## src/rtl/uaf_pkg.sv

```systemverilog
package uaf_pkg;
	// register offsets inside one channel window
	localparam logic [4:0] OFF_DATA = 5'h00;
	localparam logic [4:0] OFF_STAT = 5'h04;
	localparam logic [4:0] OFF_CTRL = 5'h08;
	localparam logic [4:0] OFF_BAUD = 5'h0c;
	localparam logic [4:0] OFF_XCHR = 5'h10;
	localparam int         CH_LSB   = 5;
	localparam int         NCH      = 3;
	localparam int         ADR_W    = 8;
	// control fields
	localparam int         C_WLEN   = 0;
	localparam int         C_PEN    = 2;
	localparam int         C_PEVEN  = 3;
	localparam int         C_PSTK   = 4;
	localparam int         C_STOP2  = 5;
	localparam int         C_BRK    = 6;
	localparam int         C_FEN    = 7;
	localparam int         C_HS     = 8;
	localparam int         C_XEN    = 9;
	localparam int         CTRL_W   = 10;
	localparam logic [9:0] CTRL_RST = 10'h083;
	// divisor: integer part above a 6-bit fraction, 115200 at 25 MHz
	localparam int          FRAC_W   = 6;
	localparam int          BINT_W   = 16;
	localparam logic [21:0] BAUD_RST = 22'h000364;
	localparam logic [15:0] XCHR_RST = 16'h1311;
	// oversampling factors
	localparam logic [4:0] OS_NORM  = 5'h10;
	localparam logic [4:0] OS_HIGH  = 5'h08;
	localparam logic [2:0] LAST_B   = 3'h4;
	localparam logic [2:0] WL_MAX   = 3'h3;
	localparam logic [7:0] WMASK_B  = 8'he0;
	// status bits
	localparam int         S_TXF    = 0;
	localparam int         S_TXE    = 1;
	localparam int         S_RXF    = 2;
	localparam int         S_RXE    = 3;
	localparam int         S_TXBSY  = 4;
	localparam int         S_HOLD   = 5;
	// receive entry flags above the byte
	localparam int         E_FE     = 8;
	localparam int         E_PE     = 9;
	localparam int         E_BK     = 10;
	localparam int         E_OV     = 11;
	typedef enum logic [2:0] {
		ST_IDLE  = 3'b000,
		ST_START = 3'b001,
		ST_DATA  = 3'b010,
		ST_PAR   = 3'b011,
		ST_STOP  = 3'b100,
		ST_WAIT  = 3'b101
	} uaf_bit_t;
endpackage

```

## src/rtl/uaf_top.sv

```systemverilog
// Contract
// - three independent channels, own rx and tx
// - serial to parallel and parallel to serial
// - normal mode runs up to clock over 16
// - high speed mode runs up to clock over 8
// - divisor has a fractional part
// - 5 to 8 data bits, both directions
// - even, odd, stick or no parity
// - one or two stop bits sent
// - no one and a half stop bits
// - xon/xoff flow control with programmable characters
// - false start bit returns to idle unstored
// - drive break on tx, detect break on rx
// - tx fifo 8 bits by 64
// - rx fifo 12 bits by 64
// - entry carries break, frame, parity, overrun flags
// - fifos can be cut to one entry
// - no modem status delta indications
// - receiver shares the transmit baud tick
`timescale 1ns/1ns

module uaf_fifo #(
	parameter int W     = 8,
	parameter int DEPTH = 64
) (
	input  wire logic         clk_i,
	input  wire logic         rst_i,
	input  wire logic         one_i,
	input  wire logic         push_i,
	input  wire logic [W-1:0] din_i,
	input  wire logic         pop_i,
	output logic      [W-1:0] dout_o,
	output logic              full_o,
	output logic              empty_o,
	output logic [$clog2(DEPTH):0] cnt_o
);
	localparam int AW = $clog2(DEPTH);
	logic [W-1:0] mem_q [DEPTH];
	logic [AW-1:0] wp_q, rp_q;
	logic [AW:0]   cnt_q;
	logic          wr, rd;

	assign full_o  = one_i ? (cnt_q != '0) : (cnt_q == (AW+1)'(DEPTH));
	assign empty_o = (cnt_q == '0);
	assign dout_o  = mem_q[rp_q];
	assign cnt_o   = cnt_q;
	assign wr      = push_i && !full_o;
	assign rd      = pop_i && !empty_o;

	always_ff @(posedge clk_i) begin
		if (wr) begin
			mem_q[wp_q] <= din_i;
		end
	end

	always_ff @(posedge clk_i) begin
		if (rst_i) begin
			wp_q  <= '0;
			rp_q  <= '0;
			cnt_q <= '0;
		end else begin
			if (wr) begin
				wp_q <= wp_q + 1'b1;
			end
			if (rd) begin
				rp_q <= rp_q + 1'b1;
			end
			cnt_q <= cnt_q + (AW+1)'(wr) - (AW+1)'(rd);
		end
	end
endmodule

module uaf_channel
	import uaf_pkg::*;
#(
	parameter int DEPTH = 64
) (
	input  wire logic        clk_i,
	input  wire logic        rst_i,
	// register access from the bus slave
	input  wire logic        reg_we_i,
	input  wire logic        reg_re_i,
	input  wire logic [4:0]  reg_off_i,
	input  wire logic [3:0]  reg_sel_i,
	input  wire logic [31:0] reg_wdat_i,
	output logic      [31:0] reg_rdat_o,
	// serial lines
	input  wire logic        rx_i,
	output logic             tx_o
);
	logic [CTRL_W-1:0] ctrl_q;
	logic [21:0] baud_q;
	logic [15:0] xchr_q;
	logic [31:0] wmask, wval;
	logic [1:0]  wl;
	logic [4:0]  os, os_m1, half_m1;
	logic        tick, hold_q, ovr_q;
	logic [15:0] bcnt_q;
	logic [FRAC_W-1:0] bacc_q;
	logic [FRAC_W:0]   bsum;

	assign wl      = ctrl_q[C_WLEN +: 2];
	assign os      = ctrl_q[C_HS] ? OS_HIGH : OS_NORM;
	assign os_m1   = os - 5'h01;
	assign half_m1 = (os >> 1) - 5'h01;
	assign wmask   = {{8{reg_sel_i[3]}}, {8{reg_sel_i[2]}}, {8{reg_sel_i[1]}}, {8{reg_sel_i[0]}}};

	function automatic logic par_bit(input logic [7:0] d, input logic [1:0] w,
		input logic ev, input logic st);
		logic p;
		p = ^(d & ~(WMASK_B << w));
		par_bit = st ? !ev : (ev ? p : !p);
	endfunction

	// ---------------- registers
	always_comb begin
		wval = 32'h0;
		unique case (reg_off_i)
			OFF_CTRL: wval = {22'h0, ctrl_q};
			OFF_BAUD: wval = {10'h0, baud_q};
			OFF_XCHR: wval = {16'h0, xchr_q};
			default:  wval = 32'h0;
		endcase
		wval = (wval & ~wmask) | (reg_wdat_i & wmask);
	end

	always_ff @(posedge clk_i) begin
		if (rst_i) begin
			ctrl_q <= CTRL_RST;
			baud_q <= BAUD_RST;
			xchr_q <= XCHR_RST;
		end else if (reg_we_i) begin
			if (reg_off_i == OFF_CTRL) begin
				ctrl_q <= wval[CTRL_W-1:0];
			end
			if (reg_off_i == OFF_BAUD) begin
				baud_q <= wval[21:0];
			end
			if (reg_off_i == OFF_XCHR) begin
				xchr_q <= wval[15:0];
			end
		end
	end

	// ---------------- fractional baud tick, one tick per oversample
	assign tick = (bcnt_q == 16'h0);
	assign bsum = {1'b0, bacc_q} + {1'b0, baud_q[FRAC_W-1:0]};

	always_ff @(posedge clk_i) begin
		if (rst_i) begin
			bcnt_q <= 16'h0;
			bacc_q <= '0;
		end else if (tick) begin
			// fraction overflow stretches this period by one clock
			bacc_q <= bsum[FRAC_W-1:0];
			bcnt_q <= baud_q[21:FRAC_W] - 16'h0001 + {15'h0, bsum[FRAC_W]};
		end else begin
			bcnt_q <= bcnt_q - 16'h0001;
		end
	end

	// ---------------- fifos
	logic [7:0]  tx_dout;
	logic [11:0] rx_dout, rx_ent;
	logic        tx_full, tx_empty, rx_full, rx_empty, tx_push, tx_pop, rx_push, rx_pop;
	logic [$clog2(DEPTH):0] tx_cnt, rx_cnt;
	// declared here: the status read below already looks at it
	uaf_bit_t    tx_st_q;

	assign tx_push = reg_we_i && reg_off_i == OFF_DATA && reg_sel_i[0];
	assign rx_pop  = reg_re_i && reg_off_i == OFF_DATA;

	uaf_fifo #(.W(8), .DEPTH(DEPTH)) u_txf (
		.clk_i(clk_i), .rst_i(rst_i), .one_i(!ctrl_q[C_FEN]), .push_i(tx_push),
		.din_i(reg_wdat_i[7:0]), .pop_i(tx_pop), .dout_o(tx_dout), .full_o(tx_full),
		.empty_o(tx_empty), .cnt_o(tx_cnt));

	uaf_fifo #(.W(12), .DEPTH(DEPTH)) u_rxf (
		.clk_i(clk_i), .rst_i(rst_i), .one_i(!ctrl_q[C_FEN]), .push_i(rx_push),
		.din_i(rx_ent), .pop_i(rx_pop), .dout_o(rx_dout), .full_o(rx_full),
		.empty_o(rx_empty), .cnt_o(rx_cnt));

	always_comb begin
		unique case (reg_off_i)
			OFF_DATA: reg_rdat_o = rx_empty ? 32'h0 : {20'h0, rx_dout};
			// plain levels only, nothing change-detected
			OFF_STAT: reg_rdat_o = {26'h0, hold_q, tx_st_q != ST_IDLE, rx_empty,
				rx_full, tx_empty, tx_full};
			OFF_CTRL: reg_rdat_o = {22'h0, ctrl_q};
			OFF_BAUD: reg_rdat_o = {10'h0, baud_q};
			OFF_XCHR: reg_rdat_o = {16'h0, xchr_q};
			default:  reg_rdat_o = 32'h0;
		endcase
	end

	// ---------------- transmitter
	logic [7:0] tx_sh_q;
	logic [4:0] tx_os_q;
	logic [2:0] tx_bit_q;
	logic       txd_q, tx_par_q, tx_end;

	assign tx_end = tick && tx_os_q == os_m1;
	// flow control holds only the start of the next character
	assign tx_pop = tx_st_q == ST_IDLE && !tx_empty && !hold_q;

	always_ff @(posedge clk_i) begin
		if (rst_i) begin
			tx_os_q <= 5'h0;
		end else if (tx_st_q == ST_IDLE) begin
			tx_os_q <= 5'h0;
		end else if (tick) begin
			tx_os_q <= tx_end ? 5'h0 : tx_os_q + 5'h01;
		end
	end

	always_ff @(posedge clk_i) begin
		if (rst_i) begin
			tx_st_q  <= ST_IDLE;
			tx_sh_q  <= 8'h0;
			tx_bit_q <= 3'h0;
			tx_par_q <= 1'b0;
			txd_q    <= 1'b1;
		end else begin
			unique case (tx_st_q)
				ST_IDLE: if (tx_pop) begin
					tx_st_q  <= ST_START;
					tx_sh_q  <= tx_dout;
					tx_par_q <= par_bit(tx_dout, wl, ctrl_q[C_PEVEN], ctrl_q[C_PSTK]);
					txd_q    <= 1'b0;
				end
				ST_START: if (tx_end) begin
					tx_st_q  <= ST_DATA;
					tx_bit_q <= 3'h0;
					txd_q    <= tx_sh_q[0];
				end
				ST_DATA: if (tx_end) begin
					if (tx_bit_q == {1'b0, wl} + LAST_B) begin
						tx_st_q  <= ctrl_q[C_PEN] ? ST_PAR : ST_STOP;
						txd_q    <= ctrl_q[C_PEN] ? tx_par_q : 1'b1;
						tx_bit_q <= 3'h0;
					end else begin
						tx_bit_q <= tx_bit_q + 3'h1;
						tx_sh_q  <= tx_sh_q >> 1;
						txd_q    <= tx_sh_q[1];
					end
				end
				ST_PAR: if (tx_end) begin
					tx_st_q <= ST_STOP;
					txd_q   <= 1'b1;
				end
				ST_STOP: if (tx_end) begin
					if (ctrl_q[C_STOP2] && tx_bit_q == 3'h0) begin
						tx_bit_q <= 3'h1;
					end else begin
						tx_st_q <= ST_IDLE;
					end
				end
				default: tx_st_q <= ST_IDLE;
			endcase
		end
	end

	always_ff @(posedge clk_i) begin
		if (rst_i) begin
			tx_o <= 1'b1;
		end else begin
			tx_o <= txd_q && !ctrl_q[C_BRK];
		end
	end

	// ---------------- receiver
	uaf_bit_t   rx_st_q;
	logic       rx_s1_q, rx_s2_q, rx_p_q, rx_pe_q, rx_z_q, rx_smp;
	logic [7:0] rx_sh_q, rx_byte;
	logic [4:0] rx_os_q;
	logic [2:0] rx_bit_q;
	logic       rx_fe, rx_bk, rx_flow;

	always_ff @(posedge clk_i) begin
		if (rst_i) begin
			rx_s1_q <= 1'b1;
			rx_s2_q <= 1'b1;
		end else begin
			rx_s1_q <= rx_i;
			rx_s2_q <= rx_s1_q;
		end
	end

	// same tick as the transmitter, no own receive clock
	assign rx_smp  = tick && rx_os_q == os_m1;
	assign rx_byte = rx_sh_q >> (WL_MAX - {1'b0, wl});
	assign rx_fe   = !rx_s2_q;
	assign rx_bk   = rx_fe && rx_z_q;
	assign rx_flow = ctrl_q[C_XEN] && !rx_fe && !rx_pe_q &&
		(rx_byte == xchr_q[15:8] || rx_byte == xchr_q[7:0]);
	assign rx_push = rx_st_q == ST_STOP && rx_smp && !rx_flow;
	assign rx_ent  = {ovr_q, rx_bk, rx_pe_q, rx_fe, rx_byte};

	always_ff @(posedge clk_i) begin
		if (rst_i) begin
			rx_os_q <= 5'h0;
		end else if (rx_st_q == ST_IDLE || (rx_st_q == ST_START && tick && rx_os_q == half_m1)) begin
			rx_os_q <= 5'h0;
		end else if (tick) begin
			rx_os_q <= rx_smp ? 5'h0 : rx_os_q + 5'h01;
		end
	end

	always_ff @(posedge clk_i) begin
		if (rst_i) begin
			rx_st_q  <= ST_IDLE;
			rx_sh_q  <= 8'h0;
			rx_bit_q <= 3'h0;
			rx_p_q   <= 1'b0;
			rx_pe_q  <= 1'b0;
			rx_z_q   <= 1'b0;
		end else begin
			unique case (rx_st_q)
				ST_IDLE: if (!rx_s2_q) begin
					rx_st_q <= ST_START;
				end
				ST_START: if (tick && rx_os_q == half_m1) begin
					// line back high at mid start: glitch, not a character
					rx_st_q  <= rx_s2_q ? ST_IDLE : ST_DATA;
					rx_bit_q <= 3'h0;
					rx_p_q   <= 1'b0;
					rx_pe_q  <= 1'b0;
					rx_z_q   <= 1'b1;
				end
				ST_DATA: if (rx_smp) begin
					rx_sh_q <= {rx_s2_q, rx_sh_q[7:1]};
					rx_p_q  <= rx_p_q ^ rx_s2_q;
					rx_z_q  <= rx_z_q && !rx_s2_q;
					if (rx_bit_q == {1'b0, wl} + LAST_B) begin
						rx_st_q <= ctrl_q[C_PEN] ? ST_PAR : ST_STOP;
					end else begin
						rx_bit_q <= rx_bit_q + 3'h1;
					end
				end
				ST_PAR: if (rx_smp) begin
					rx_st_q <= ST_STOP;
					rx_z_q  <= rx_z_q && !rx_s2_q;
					rx_pe_q <= rx_s2_q != (ctrl_q[C_PSTK] ? !ctrl_q[C_PEVEN] :
						(ctrl_q[C_PEVEN] ? rx_p_q : !rx_p_q));
				end
				ST_STOP: if (rx_smp) begin
					// a low stop waits for the line to rise before rearming
					rx_st_q <= rx_fe ? ST_WAIT : ST_IDLE;
				end
				ST_WAIT: if (rx_s2_q) begin
					rx_st_q <= ST_IDLE;
				end
				default: rx_st_q <= ST_IDLE;
			endcase
		end
	end

	always_ff @(posedge clk_i) begin
		if (rst_i) begin
			hold_q <= 1'b0;
		end else if (!ctrl_q[C_XEN]) begin
			hold_q <= 1'b0;
		end else if (rx_st_q == ST_STOP && rx_smp && rx_flow) begin
			hold_q <= rx_byte == xchr_q[15:8];
		end
	end

	// overrun is reported on the next character that fits
	always_ff @(posedge clk_i) begin
		if (rst_i) begin
			ovr_q <= 1'b0;
		end else if (rx_push) begin
			ovr_q <= rx_full;
		end
	end
endmodule

module uaf_top
	import uaf_pkg::*;
(
	input  wire logic             clk_i,
	input  wire logic             rst_i,
	// wishbone classic slave
	input  wire logic             wb_cyc_i,
	input  wire logic             wb_stb_i,
	input  wire logic             wb_we_i,
	input  wire logic [ADR_W-1:0] wb_adr_i,
	input  wire logic [3:0]       wb_sel_i,
	input  wire logic [31:0]      wb_dat_i,
	output logic      [31:0]      wb_dat_o,
	output logic                  wb_ack_o,
	// serial lines, one per channel
	input  wire logic [NCH-1:0]   serial_in_line_i,
	output logic      [NCH-1:0]   serial_out_line_o
);
	logic        take;
	logic [1:0]  ch;
	logic [31:0] rdat [NCH];

	assign take = wb_cyc_i && wb_stb_i && !wb_ack_o;
	assign ch   = wb_adr_i[CH_LSB +: 2];

	for (genvar i = 0; i < NCH; i++) begin : g_ch
		uaf_channel u_ch (
			.clk_i      (clk_i),
			.rst_i      (rst_i),
			// upper half of the address space is unmapped: no write, no pop
			.reg_we_i   (take && wb_we_i && !wb_adr_i[ADR_W-1] && ch == 2'(i)),
			.reg_re_i   (take && !wb_we_i && !wb_adr_i[ADR_W-1] && ch == 2'(i)),
			.reg_off_i  (wb_adr_i[4:0]),
			.reg_sel_i  (wb_sel_i),
			.reg_wdat_i (wb_dat_i),
			.reg_rdat_o (rdat[i]),
			.rx_i       (serial_in_line_i[i]),
			.tx_o       (serial_out_line_o[i])
		);
	end

	always_ff @(posedge clk_i) begin
		if (rst_i) begin
			wb_ack_o <= 1'b0;
			wb_dat_o <= 32'h0;
		end else begin
			wb_ack_o <= take;
			if (take) begin
				wb_dat_o <= (wb_we_i || ch >= 2'(NCH) || wb_adr_i[ADR_W-1]) ? 32'h0 : rdat[ch];
			end
		end
	end
endmodule

```

## config.mk

```make
export PLATFORM = sky130hd
export DESIGN_NAME = uaf_top
export DESIGN_NICKNAME = d
export VERILOG_FILES = /design/src/rtl/uaf_pkg.sv /design/src/rtl/uaf_top.sv
export SDC_FILE = /design/constraint.sdc
export NUM_CORES = 2
export LEC_CHECK = 0
export ABC_CLOCK_PERIOD_IN_PS = 4250
export BUFFER_PORTS_ARGS = -buffer_cell sky130_fd_sc_hd__buf_4
export CORE_MARGIN = 10
export CORE_UTILIZATION = 33
export DETAILED_ROUTE_END_ITERATION = 10
export GPL_ROUTABILITY_DRIVEN = 1
export GPL_TIMING_DRIVEN = 0
export PLACE_DENSITY_LB_ADDON = 0.1
export SETUP_SLACK_MARGIN = 0.02
export SLEW_MARGIN = 20
export SYNTH_ARGS = -nofsm -noshare
export SYNTH_HDL_FRONTEND = slang
export SYNTH_HIERARCHICAL = 1
export SYNTH_SLANG_ARGS = --single-unit
```

## constraint.sdc

```tcl
create_clock -name clk_i -period 4.25 [get_ports clk_i]
set_input_delay 0.85 -clock clk_i [delete_from_list [all_inputs] [get_ports clk_i]]
set_output_delay 0.85 -clock clk_i [all_outputs]
set_load 0.1 [all_outputs]
```

Word-level counts from Yosys, hierarchy flattened
Memories as Yosys holds them, arrays and structs flattened. A register that Yosys moved wholly into a read port is not among the register bits.
Index checks and enable logic that the tools add are counted.
{"block": "totals", "latchBits": 0, "n_memories": 6, "regBits": 501, "word_cells": 744, "romBits": 0, "ramBits": 3840}
{"block": "op_classes", "n_reduce_logical": 232, "multipliers": 0, "bitwise_logic": 21, "magnitude_cmp": 2, "eq_ne": 117, "shift": 6, "addsub": 60, "muxes": 211, "div": 0}
{"name": "g_ch[0].u_ch.u_rxf.mem_q", "depth": 64, "word_bits": 12, "read_ports": 1, "rd_ports_with_merged_regs": 1, "wr": 1, "line_no": "uaf_top.sv:38", "text": "logic [W-1:0] mem_q [DEPTH];"}
{"name": "g_ch[1].u_ch.u_rxf.mem_q", "depth": 64, "word_bits": 12, "read_ports": 1, "rd_ports_with_merged_regs": 1, "wr": 1, "line_no": "uaf_top.sv:38"}
{"name": "g_ch[2].u_ch.u_rxf.mem_q", "depth": 64, "word_bits": 12, "read_ports": 1, "rd_ports_with_merged_regs": 1, "wr": 1, "line_no": "uaf_top.sv:38"}
{"name": "g_ch[0].u_ch.u_txf.mem_q", "depth": 64, "word_bits": 8, "read_ports": 1, "rd_ports_with_merged_regs": 1, "wr": 1, "line_no": "uaf_top.sv:38"}
{"name": "g_ch[1].u_ch.u_txf.mem_q", "depth": 64, "word_bits": 8, "read_ports": 1, "rd_ports_with_merged_regs": 1, "wr": 1, "line_no": "uaf_top.sv:38"}
{"name": "g_ch[2].u_ch.u_txf.mem_q", "depth": 64, "word_bits": 8, "read_ports": 1, "rd_ports_with_merged_regs": 1, "wr": 1, "line_no": "uaf_top.sv:38"}
{"operator": "one-hot mux 32 bit (5 select lines)", "n": 3}
{"operator": "2-to-1 mux 3 bit", "n": 72}
{"operator": "one-hot mux 22 bit (3 select lines)", "n": 3}
{"operator": "2-to-1 mux 32 bit", "n": 3}
{"operator": "subtractor 16 x 1 -> 16 bit, second input constant", "n": 6}
{"operator": "bitwise AND 22 bit", "n": 4}
{"operator": "logical AND 1 bit", "n": 81}
{"operator": "adder 6 x 1 -> 6 bit, second input constant", "n": 12}
{"operator": "2-to-1 mux 6 bit", "n": 12}
{"operator": "2-to-1 mux 8 bit", "n": 9}
{"operator": "!= test 2 x 1 -> 1 bit, second input constant", "n": 36}
{"operator": "bitwise OR 22 bit", "n": 3}
{"operator": "binary-select mux 32 bit (select 2 bit)", "n": 1}
{"operator": "2-to-1 mux 1 bit", "n": 63}
{"operator": "one-hot mux 3 bit (6 select lines)", "n": 3}
{"operator": "adder 16 x 1 -> 16 bit", "n": 3}
{"operator": "equality test 8 bit", "n": 6}
{"operator": "logical NOT 16 bit", "n": 3}
{"operator": "2-to-1 mux 16 bit", "n": 3}
{"operator": "one-hot mux 8 bit (2 select lines)", "n": 3}
{"operator": "equality test 5 bit", "n": 9}
{"operator": "2-to-1 mux 5 bit", "n": 9}
{"operator": "one-hot mux 3 bit (5 select lines)", "n": 3}
{"operator": "adder 7 x 1 -> 7 bit", "n": 6}
{"operator": "other kinds (53)", "n": 293}

Depth between registers and ports, before layout
{"block": "depth", "word_depth": 10, "mapped_depth": 23, "mapped_depth_nobuf": 20}

By module
The synthesis kept the hierarchy.
{"mod": "uaf_fifo (g_ch[1].u_ch.u_txf ...)", "cells_per_inst": 1026, "instances": 2, "seq_area_each_um2": 15875.2, "area_per_inst_um2": 20953.8}
{"mod": "uaf_fifo (g_ch[2].u_ch.u_rxf)", "cells_per_inst": 1461, "instances": 1, "seq_area_each_um2": 23562.6, "area_per_inst_um2": 30867.1}
{"mod": "uaf_fifo (g_ch[0].u_ch.u_rxf)", "cells_per_inst": 1452, "instances": 1, "seq_area_each_um2": 23562.6, "area_per_inst_um2": 30792.0}
{"mod": "uaf_fifo (g_ch[1].u_ch.u_rxf)", "cells_per_inst": 1429, "instances": 1, "seq_area_each_um2": 23562.6, "area_per_inst_um2": 30709.5}
{"mod": "uaf_fifo (g_ch[0].u_ch.u_txf)", "cells_per_inst": 1010, "instances": 1, "seq_area_each_um2": 15875.2, "area_per_inst_um2": 20987.6}
{"mod": "uaf_channel", "cells_per_inst": 841, "instances": 3, "seq_area_each_um2": 2362.3, "area_per_inst_um2": 6975.4}
{"mod": "uaf_top", "cells_per_inst": 164, "instances": 1, "seq_area_each_um2": 660.6, "area_per_inst_um2": 1767.9}

Worst setup path after synthesis
Ideal clock, no wire load.
{"block": "synth_timing", "path_type": "register -> register", "startpoint": "register g_ch[2].u_ch.ctrl_q[1]", "endpoint": "register g_ch[2].u_ch.u_rxf.cnt_q[6]", "stages_incl_launch_ff": 23, "synth_period_minus_slack_ns": 4.590, "setup_time_ns": 0.132, "arrival_time_ns": 4.457, "path_slack_ns": -0.340, "cell_sequence": "dfxtp_1 buf_2 buf_2 and3_1 xnor2_1 nand4_1 nor4_1 and4_1 a211oi_1 and2_1 buf_2 inv_1 ha_1 inv_1 ha_1 inv_1 fa_1 nand2b_1 a21oi_1 o21ai_0 a21oi_1 or3_1 a21oi_1"}
{"block": "synth_between", "elab_chain_cells": 10, "elab_cells_between_ends": 11, "classes_between": "3 x add/sub; 2 x eq/ne; 1 x shift; 5 x reduce/logical"}
{"item": "start: declaration", "line_no": "uaf_top.sv:91", "text": "logic [CTRL_W-1:0] ctrl_q;"}
{"item": "start signal: assignment", "line_no": "uaf_top.sv:134", "text": "ctrl_q <= wval[CTRL_W-1:0];"}
{"item": "subtractor 2 x 2 -> 3 bit *", "line_no": "uaf_top.sv:291", "text": "assign rx_byte = rx_sh_q >> (WL_MAX - {1'b0, wl});"}
{"item": "right shift 8 x 3 -> 8 bit *", "line_no": "uaf_top.sv:291"}
{"item": "named net g_ch[2].u_ch.rx_byte[7]", "line_no": "uaf_top.sv:274", "text": "logic [7:0] rx_sh_q, rx_byte;"}
{"item": "equality test 8 bit", "line_no": "uaf_top.sv:295", "text": "(rx_byte == xchr_q[15:8] || rx_byte == xchr_q[7:0]);"}
{"item": "logical OR 1 bit *", "line_no": "uaf_top.sv:295"}
{"item": "logical AND 1 bit *", "line_no": "uaf_top.sv:294", "text": "assign rx_flow = ctrl_q[C_XEN] && !rx_fe && !rx_pe_q &&"}
{"item": "logical NOT 1 bit *", "line_no": "uaf_top.sv:296", "text": "assign rx_push = rx_st_q == ST_STOP && rx_smp && !rx_flow;"}
{"item": "logical AND 1 bit *", "line_no": "uaf_top.sv:296"}
{"item": "named net g_ch[2].u_ch.rx_push", "line_no": "uaf_top.sv:165", "text": "logic tx_full, tx_empty, rx_full, rx_empty, tx_push, tx_pop, rx_push, rx_pop;"}
{"item": "logical AND 1 bit *", "line_no": "uaf_top.sv:47", "text": "assign wr = push_i && !full_o;"}
{"item": "adder 7 x 1 -> 7 bit *", "line_no": "uaf_top.sv:68", "text": "cnt_q <= cnt_q + (AW+1)'(wr) - (AW+1)'(rd);"}
{"item": "subtractor 7 x 1 -> 7 bit *", "line_no": "uaf_top.sv:68"}
{"item": "end signal: assignment", "line_no": "uaf_top.sv:68"}
{"item": "end: declaration", "line_no": "uaf_top.sv:40", "text": "logic [AW:0] cnt_q;"}
The timed path passes the listed nets; every way through them passes the cells marked *.
A chain may end at the register's enable or synchronous reset.

==> flow_metrics.env <==
export IMPL_status="complete, no violations"
export IMPL_critPathMaxStageDelay_ns=0.97
export IMPL_netlist_area_um2=178000
export IMPL_antenna_found_initial=51
export IMPL_comb_power_share=0.108
export IMPL_dieArea_um2=569000
export IMPL_min_period_ns=4.25
export IMPL_ys_seq_area_frac=0.708
export IMPL_grt_pass1_vias=101484
export IMPL_critPathTopFamily="compound AO/OA/AOI/OAI gates"
export IMPL_clk_pin_slew_ns=0.06
export IMPL_cts_made_buffers=476
export IMPL_post_route_drc_count=0
export IMPL_synth_main_ff_cell="edfxtp_1"
export IMPL_grt_overflow=0
export IMPL_clk_latency_ns=1.05
export IMPL_synth_top_area_frac=0.648
export IMPL_ys_ff_latch=4377
export IMPL_clock_skew_ns=0.0839
export IMPL_hold_end="g_ch[2].u_ch/baud_q[20]"
export IMPL_yosys_top_cells_count="3,840 x edfxtp_1, 928 x mux4_2, 832 x nor2_1"
export IMPL_wl_per_cell_um=29.7
export IMPL_hpwl_um=365000
export IMPL_final_nets=11186
export IMPL_cp_start_kind="flip-flop"
export IMPL_synth_edf_count=3840
export IMPL_max_freq_mhz=235
export IMPL_grt_pass1_wl_um=776000
export IMPL_place_area_um2=190000
export IMPL_clock_path_buffers=4
export IMPL_core_area_um2=537000
export IMPL_cts_sinks=4377
export IMPL_ant_nets=0
export IMPL_leakagePower_nw=66.1
export IMPL_cp_buffers_inverters=3
export IMPL_cp_required_ns=5.24
export IMPL_min_path_cells=3
export IMPL_die_h_um=754
export IMPL_cts_htree_levels=5
export IMPL_drt_initial_drc_count=9749
export IMPL_path_cells="buf_2, buf_4, buf_2, mux2i_1, a2111oi_1, a22o_1, a221o_1, mux2i_1, o2bb2ai_1, a22o_1"
export IMPL_area_growth_pct=18.9
export IMPL_final_core_util=0.394
export IMPL_hold_path_class="input port to flip-flop"
export IMPL_swShare=0.240
export IMPL_avgSynthCellArea_um2=17.6
export IMPL_r2r_worst_path_cells=10
export IMPL_synth_area_leaders="edfxtp_1 65%, mux4_2 12%, dfxtp_1 6.0%"
export IMPL_synth_async_reset_ratio=0
export IMPL_stdcell_area_um2=212000
export IMPL_dpl_worst_slack_ns=-1.68
export IMPL_syn_inst=10091
export IMPL_yosysMostFrequentCell="edfxtp_1"
export IMPL_cp_data_arrival_time_ns=5.24
export IMPL_setup_slack_ns=0.00197
export IMPL_drive_gt1_frac=0.269
export IMPL_hold_viol_final=0
export IMPL_synthDistinctLibCells=92
export IMPL_reg2reg_to="wb_dat_o[1]"
export IMPL_drt_wl_total_um=554000
export IMPL_grt_total_usage=0.187
export IMPL_ios=88
export IMPL_via_count=100262
export IMPL_initial_utilization=0.331
export IMPL_p_int_mw=75.9
export IMPL_gp_congestion=0.853
export IMPL_critPathMaxFanout=10
export IMPL_dr_pass1_iters=7
export IMPL_tightest_slew_ns=1.44
export IMPL_grt_max_degree=111
export IMPL_p_clk_frac=0.419
export IMPL_fp_dieW_um=754
export IMPL_fin_crit_sh=1.00
export IMPL_core_rowCount=269
export IMPL_peakVddDrop_mv=0.373
export IMPL_rsz0062_at_grt="yes"
export IMPL_vias_per_cell=5.38
export IMPL_synth_warning_count=6
export IMPL_synth_top_area_cell="edfxtp_1"
export IMPL_root_buffer="clkbuf_16"
export IMPL_slowest_stage="a2111oi_1"
export IMPL_power_density_nw_per_um2=472
export IMPL_power_switching_mw=23.9
export IMPL_drv_cap=0
export IMPL_finalMaxSlewViolations=0
export IMPL_pwr_share_seq=0.474
export IMPL_portBuffers=74
export IMPL_cts_tree="built"
export IMPL_setup_viol=0
export IMPL_slew_limit_headroom=0.0404
export IMPL_crit_path_end_kind="flip-flop"
export IMPL_r2r_slack_ns=0.002
export IMPL_crit_type="flip-flop to flip-flop"
export IMPL_min_from="wb_dat_i[20]"
sequential cells by signal, summed over array words and instances, names as in the netlist, 15 cells and up, named ones only:
| signal | count |
|---|---|
| g_ch.u_ch/baud_q | 66 |
| g_ch.u_ch/u_rxf/cnt_o | 21 |
| g_ch.u_ch/u_txf/cnt_o | 21 |
| g_ch.u_ch/u_rxf/wp_q | 18 |
| g_ch.u_ch/tx_sh_q | 24 |
| g_ch.u_ch/u_rxf/rp_q | 18 |
| g_ch.u_ch/u_rxf/mem_q | 2304 |
| g_ch.u_ch/ctrl_q | 30 |
| g_ch.u_ch/u_txf/rp_q | 18 |
| g_ch.u_ch/bcnt_q | 48 |
| g_ch.u_ch/tx_os_q | 15 |
| g_ch.u_ch/xchr_q | 48 |
| wb_dat_o | 32 |
| g_ch.u_ch/rx_sh_q | 24 |
| g_ch.u_ch/u_txf/wp_q | 18 |
| g_ch.u_ch/rx_os_q | 15 |
| g_ch.u_ch/bacc_q | 18 |
| g_ch.u_ch/u_txf/mem_q | 1536 |
cells by family after synthesis:
logic type                 after synthesis  share of synthesized area
buffers and inverters                  786                     0.0219
muxes                                 1353                      0.145
and+or+nand+nor                       1889                     0.0511
AOI/OAI and AO/OA                     1299                     0.0517
xor gates and xnor gates               267                     0.0131
other                                    3                  0.0000633
DFF                                   4377                      0.708
adders and majority gates              117                    0.00861
power by group through the flow:
stage | logic (mW) | clock network [mW] | registers (mW)
after floorplan | 6.94 | 0 | 48.1
after global placement | 9.98 | 0 | 48.1
after detailed placement | 10.3 | 0 | 48.1
after CTS | 10.4 | 42.9 | 47.2
after global routing | 11.6 | 44.6 | 47.3
final | 10.7 | 41.8 | 47.3
worst reg2reg max path, stage by stage (launching register included):
cell and delay (ns):
dfxtp_1 0.31, buf_2 0.28, buf_4 0.32, buf_2 0.49, mux2i_1 0.27, a2111oi_1 0.97
a22o_1 0.39, a221o_1 0.18, mux2i_1 0.09, o2bb2ai_1 0.65, a22o_1 0.24
final cells by class:
| class | count | area (um2) |
|---|---|---|
| antenna | 20 | 50.0 |
| buffer | 624 | 3810 |
| clock buffer | 614 | 12800 |
| clock inverter | 271 | 3020 |
| fill | 48922 | 326000 |
| inverter | 146 | 571 |
| multi-input combinational | 4978 | 51100 |
| sequential | 4377 | 126000 |
| tap | 7181 | 8980 |
| timing repair buffer | 414 | 5050 |
what timing repair did:
item / in CTS / in global routing
setup endpoints to repair: 3838 / 2381
gates cloned: 23 / 2
endpoints found under the hold margin: 2 / 0
buffers inserted: 175 / 63
resized for setup: 297 / 474
hold buffers: 2 / 0
pin swaps: 94 / 32
how the worst max path moves through the flow:
stage,to,slack (ns),depth (start not counted)
floorplan,g_ch[2].u_ch/u_rxf/cnt_o[6],0.05,22
global placement,g_ch[2].u_ch/u_rxf/mem_q[37][10],-2.77,9
detailed placement,g_ch[2].u_ch/u_txf/mem_q[18][3],-1.68,11
CTS,g_ch[1].u_ch/u_txf/mem_q[57][1],-0.78,10
global route,g_ch[1].u_ch/u_rxf/cnt_o[6],-0.11,22
finish,wb_dat_o[1],0.002,10
cell usage in the layout, fill, tap and decap left out, types with 50 or more instances in the layout:
| cell type | synthesis | final |
|---|---|---|
| a211oi_1 | 178 | 167 |
| clkinv_1 | 3 | 91 |
| and2_1 | 64 | 60 |
| a22o_1 | 97 | 96 |
| nand2_1 | 352 | 349 |
| clkbuf_2 | 0 | 53 |
| a21oi_1 | 235 | 227 |
| nor2_2 | 0 | 139 |
| buf_12 | 6 | 109 |
| buf_2 | 145 | 81 |
| buf_4 | 99 | 326 |
| o22ai_1 | 146 | 141 |
| xor2_1 | 124 | 122 |
| mux4_2 | 928 | 930 |
| clkbuf_1 | 287 | 334 |
| inv_1 | 143 | 133 |
| mux2i_1 | 293 | 284 |
| buf_1 | 64 | 50 |
| nor2_4 | 0 | 176 |
| clkinv_2 | 0 | 86 |
| nor2b_1 | 80 | 73 |
| mux2_2 | 98 | 98 |
| ha_1 | 108 | 101 |
| a22oi_1 | 90 | 90 |
| xnor2_1 | 143 | 143 |
| o21ai_0 | 115 | 102 |
| buf_6 | 36 | 93 |
| edfxtp_1 | 3840 | 3840 |
| nor2_1 | 832 | 517 |
| clkbuf_16 | 0 | 481 |
| or3_1 | 55 | 52 |
| nand3_1 | 90 | 87 |
| dfxtp_1 | 537 | 502 |
| nor3_1 | 69 | 66 |
| bufinv_16 | 0 | 50 |
stage by stage:
step                      instances  setup TNS, ns  power [mW]  hold slack (ns)
final                         18625              0        99.8            0.141
after global routing          18609         -0.370         104           0.0946
after CTS                     18547        -574.24         101           0.0373
after detailed placement      17470       -4287.41        58.4            0.404
after global placement        17373       -6775.69        58.1            0.402
after floorplan               10118              0        55.0            0.389
per-layer routing:
metal / vias up / global-route usage / share of wire
met1: 53573 / 0.260 / 0.43
met4: 16 / 0.0497 / 0.030
met2: 3358 / 0.307 / 0.48
li1: 42524 / - / -
met5: - / 0 / 0.00018
met3: 791 / 0.0290 / 0.064
Note: power is estimated with default switching activity, not from simulation.
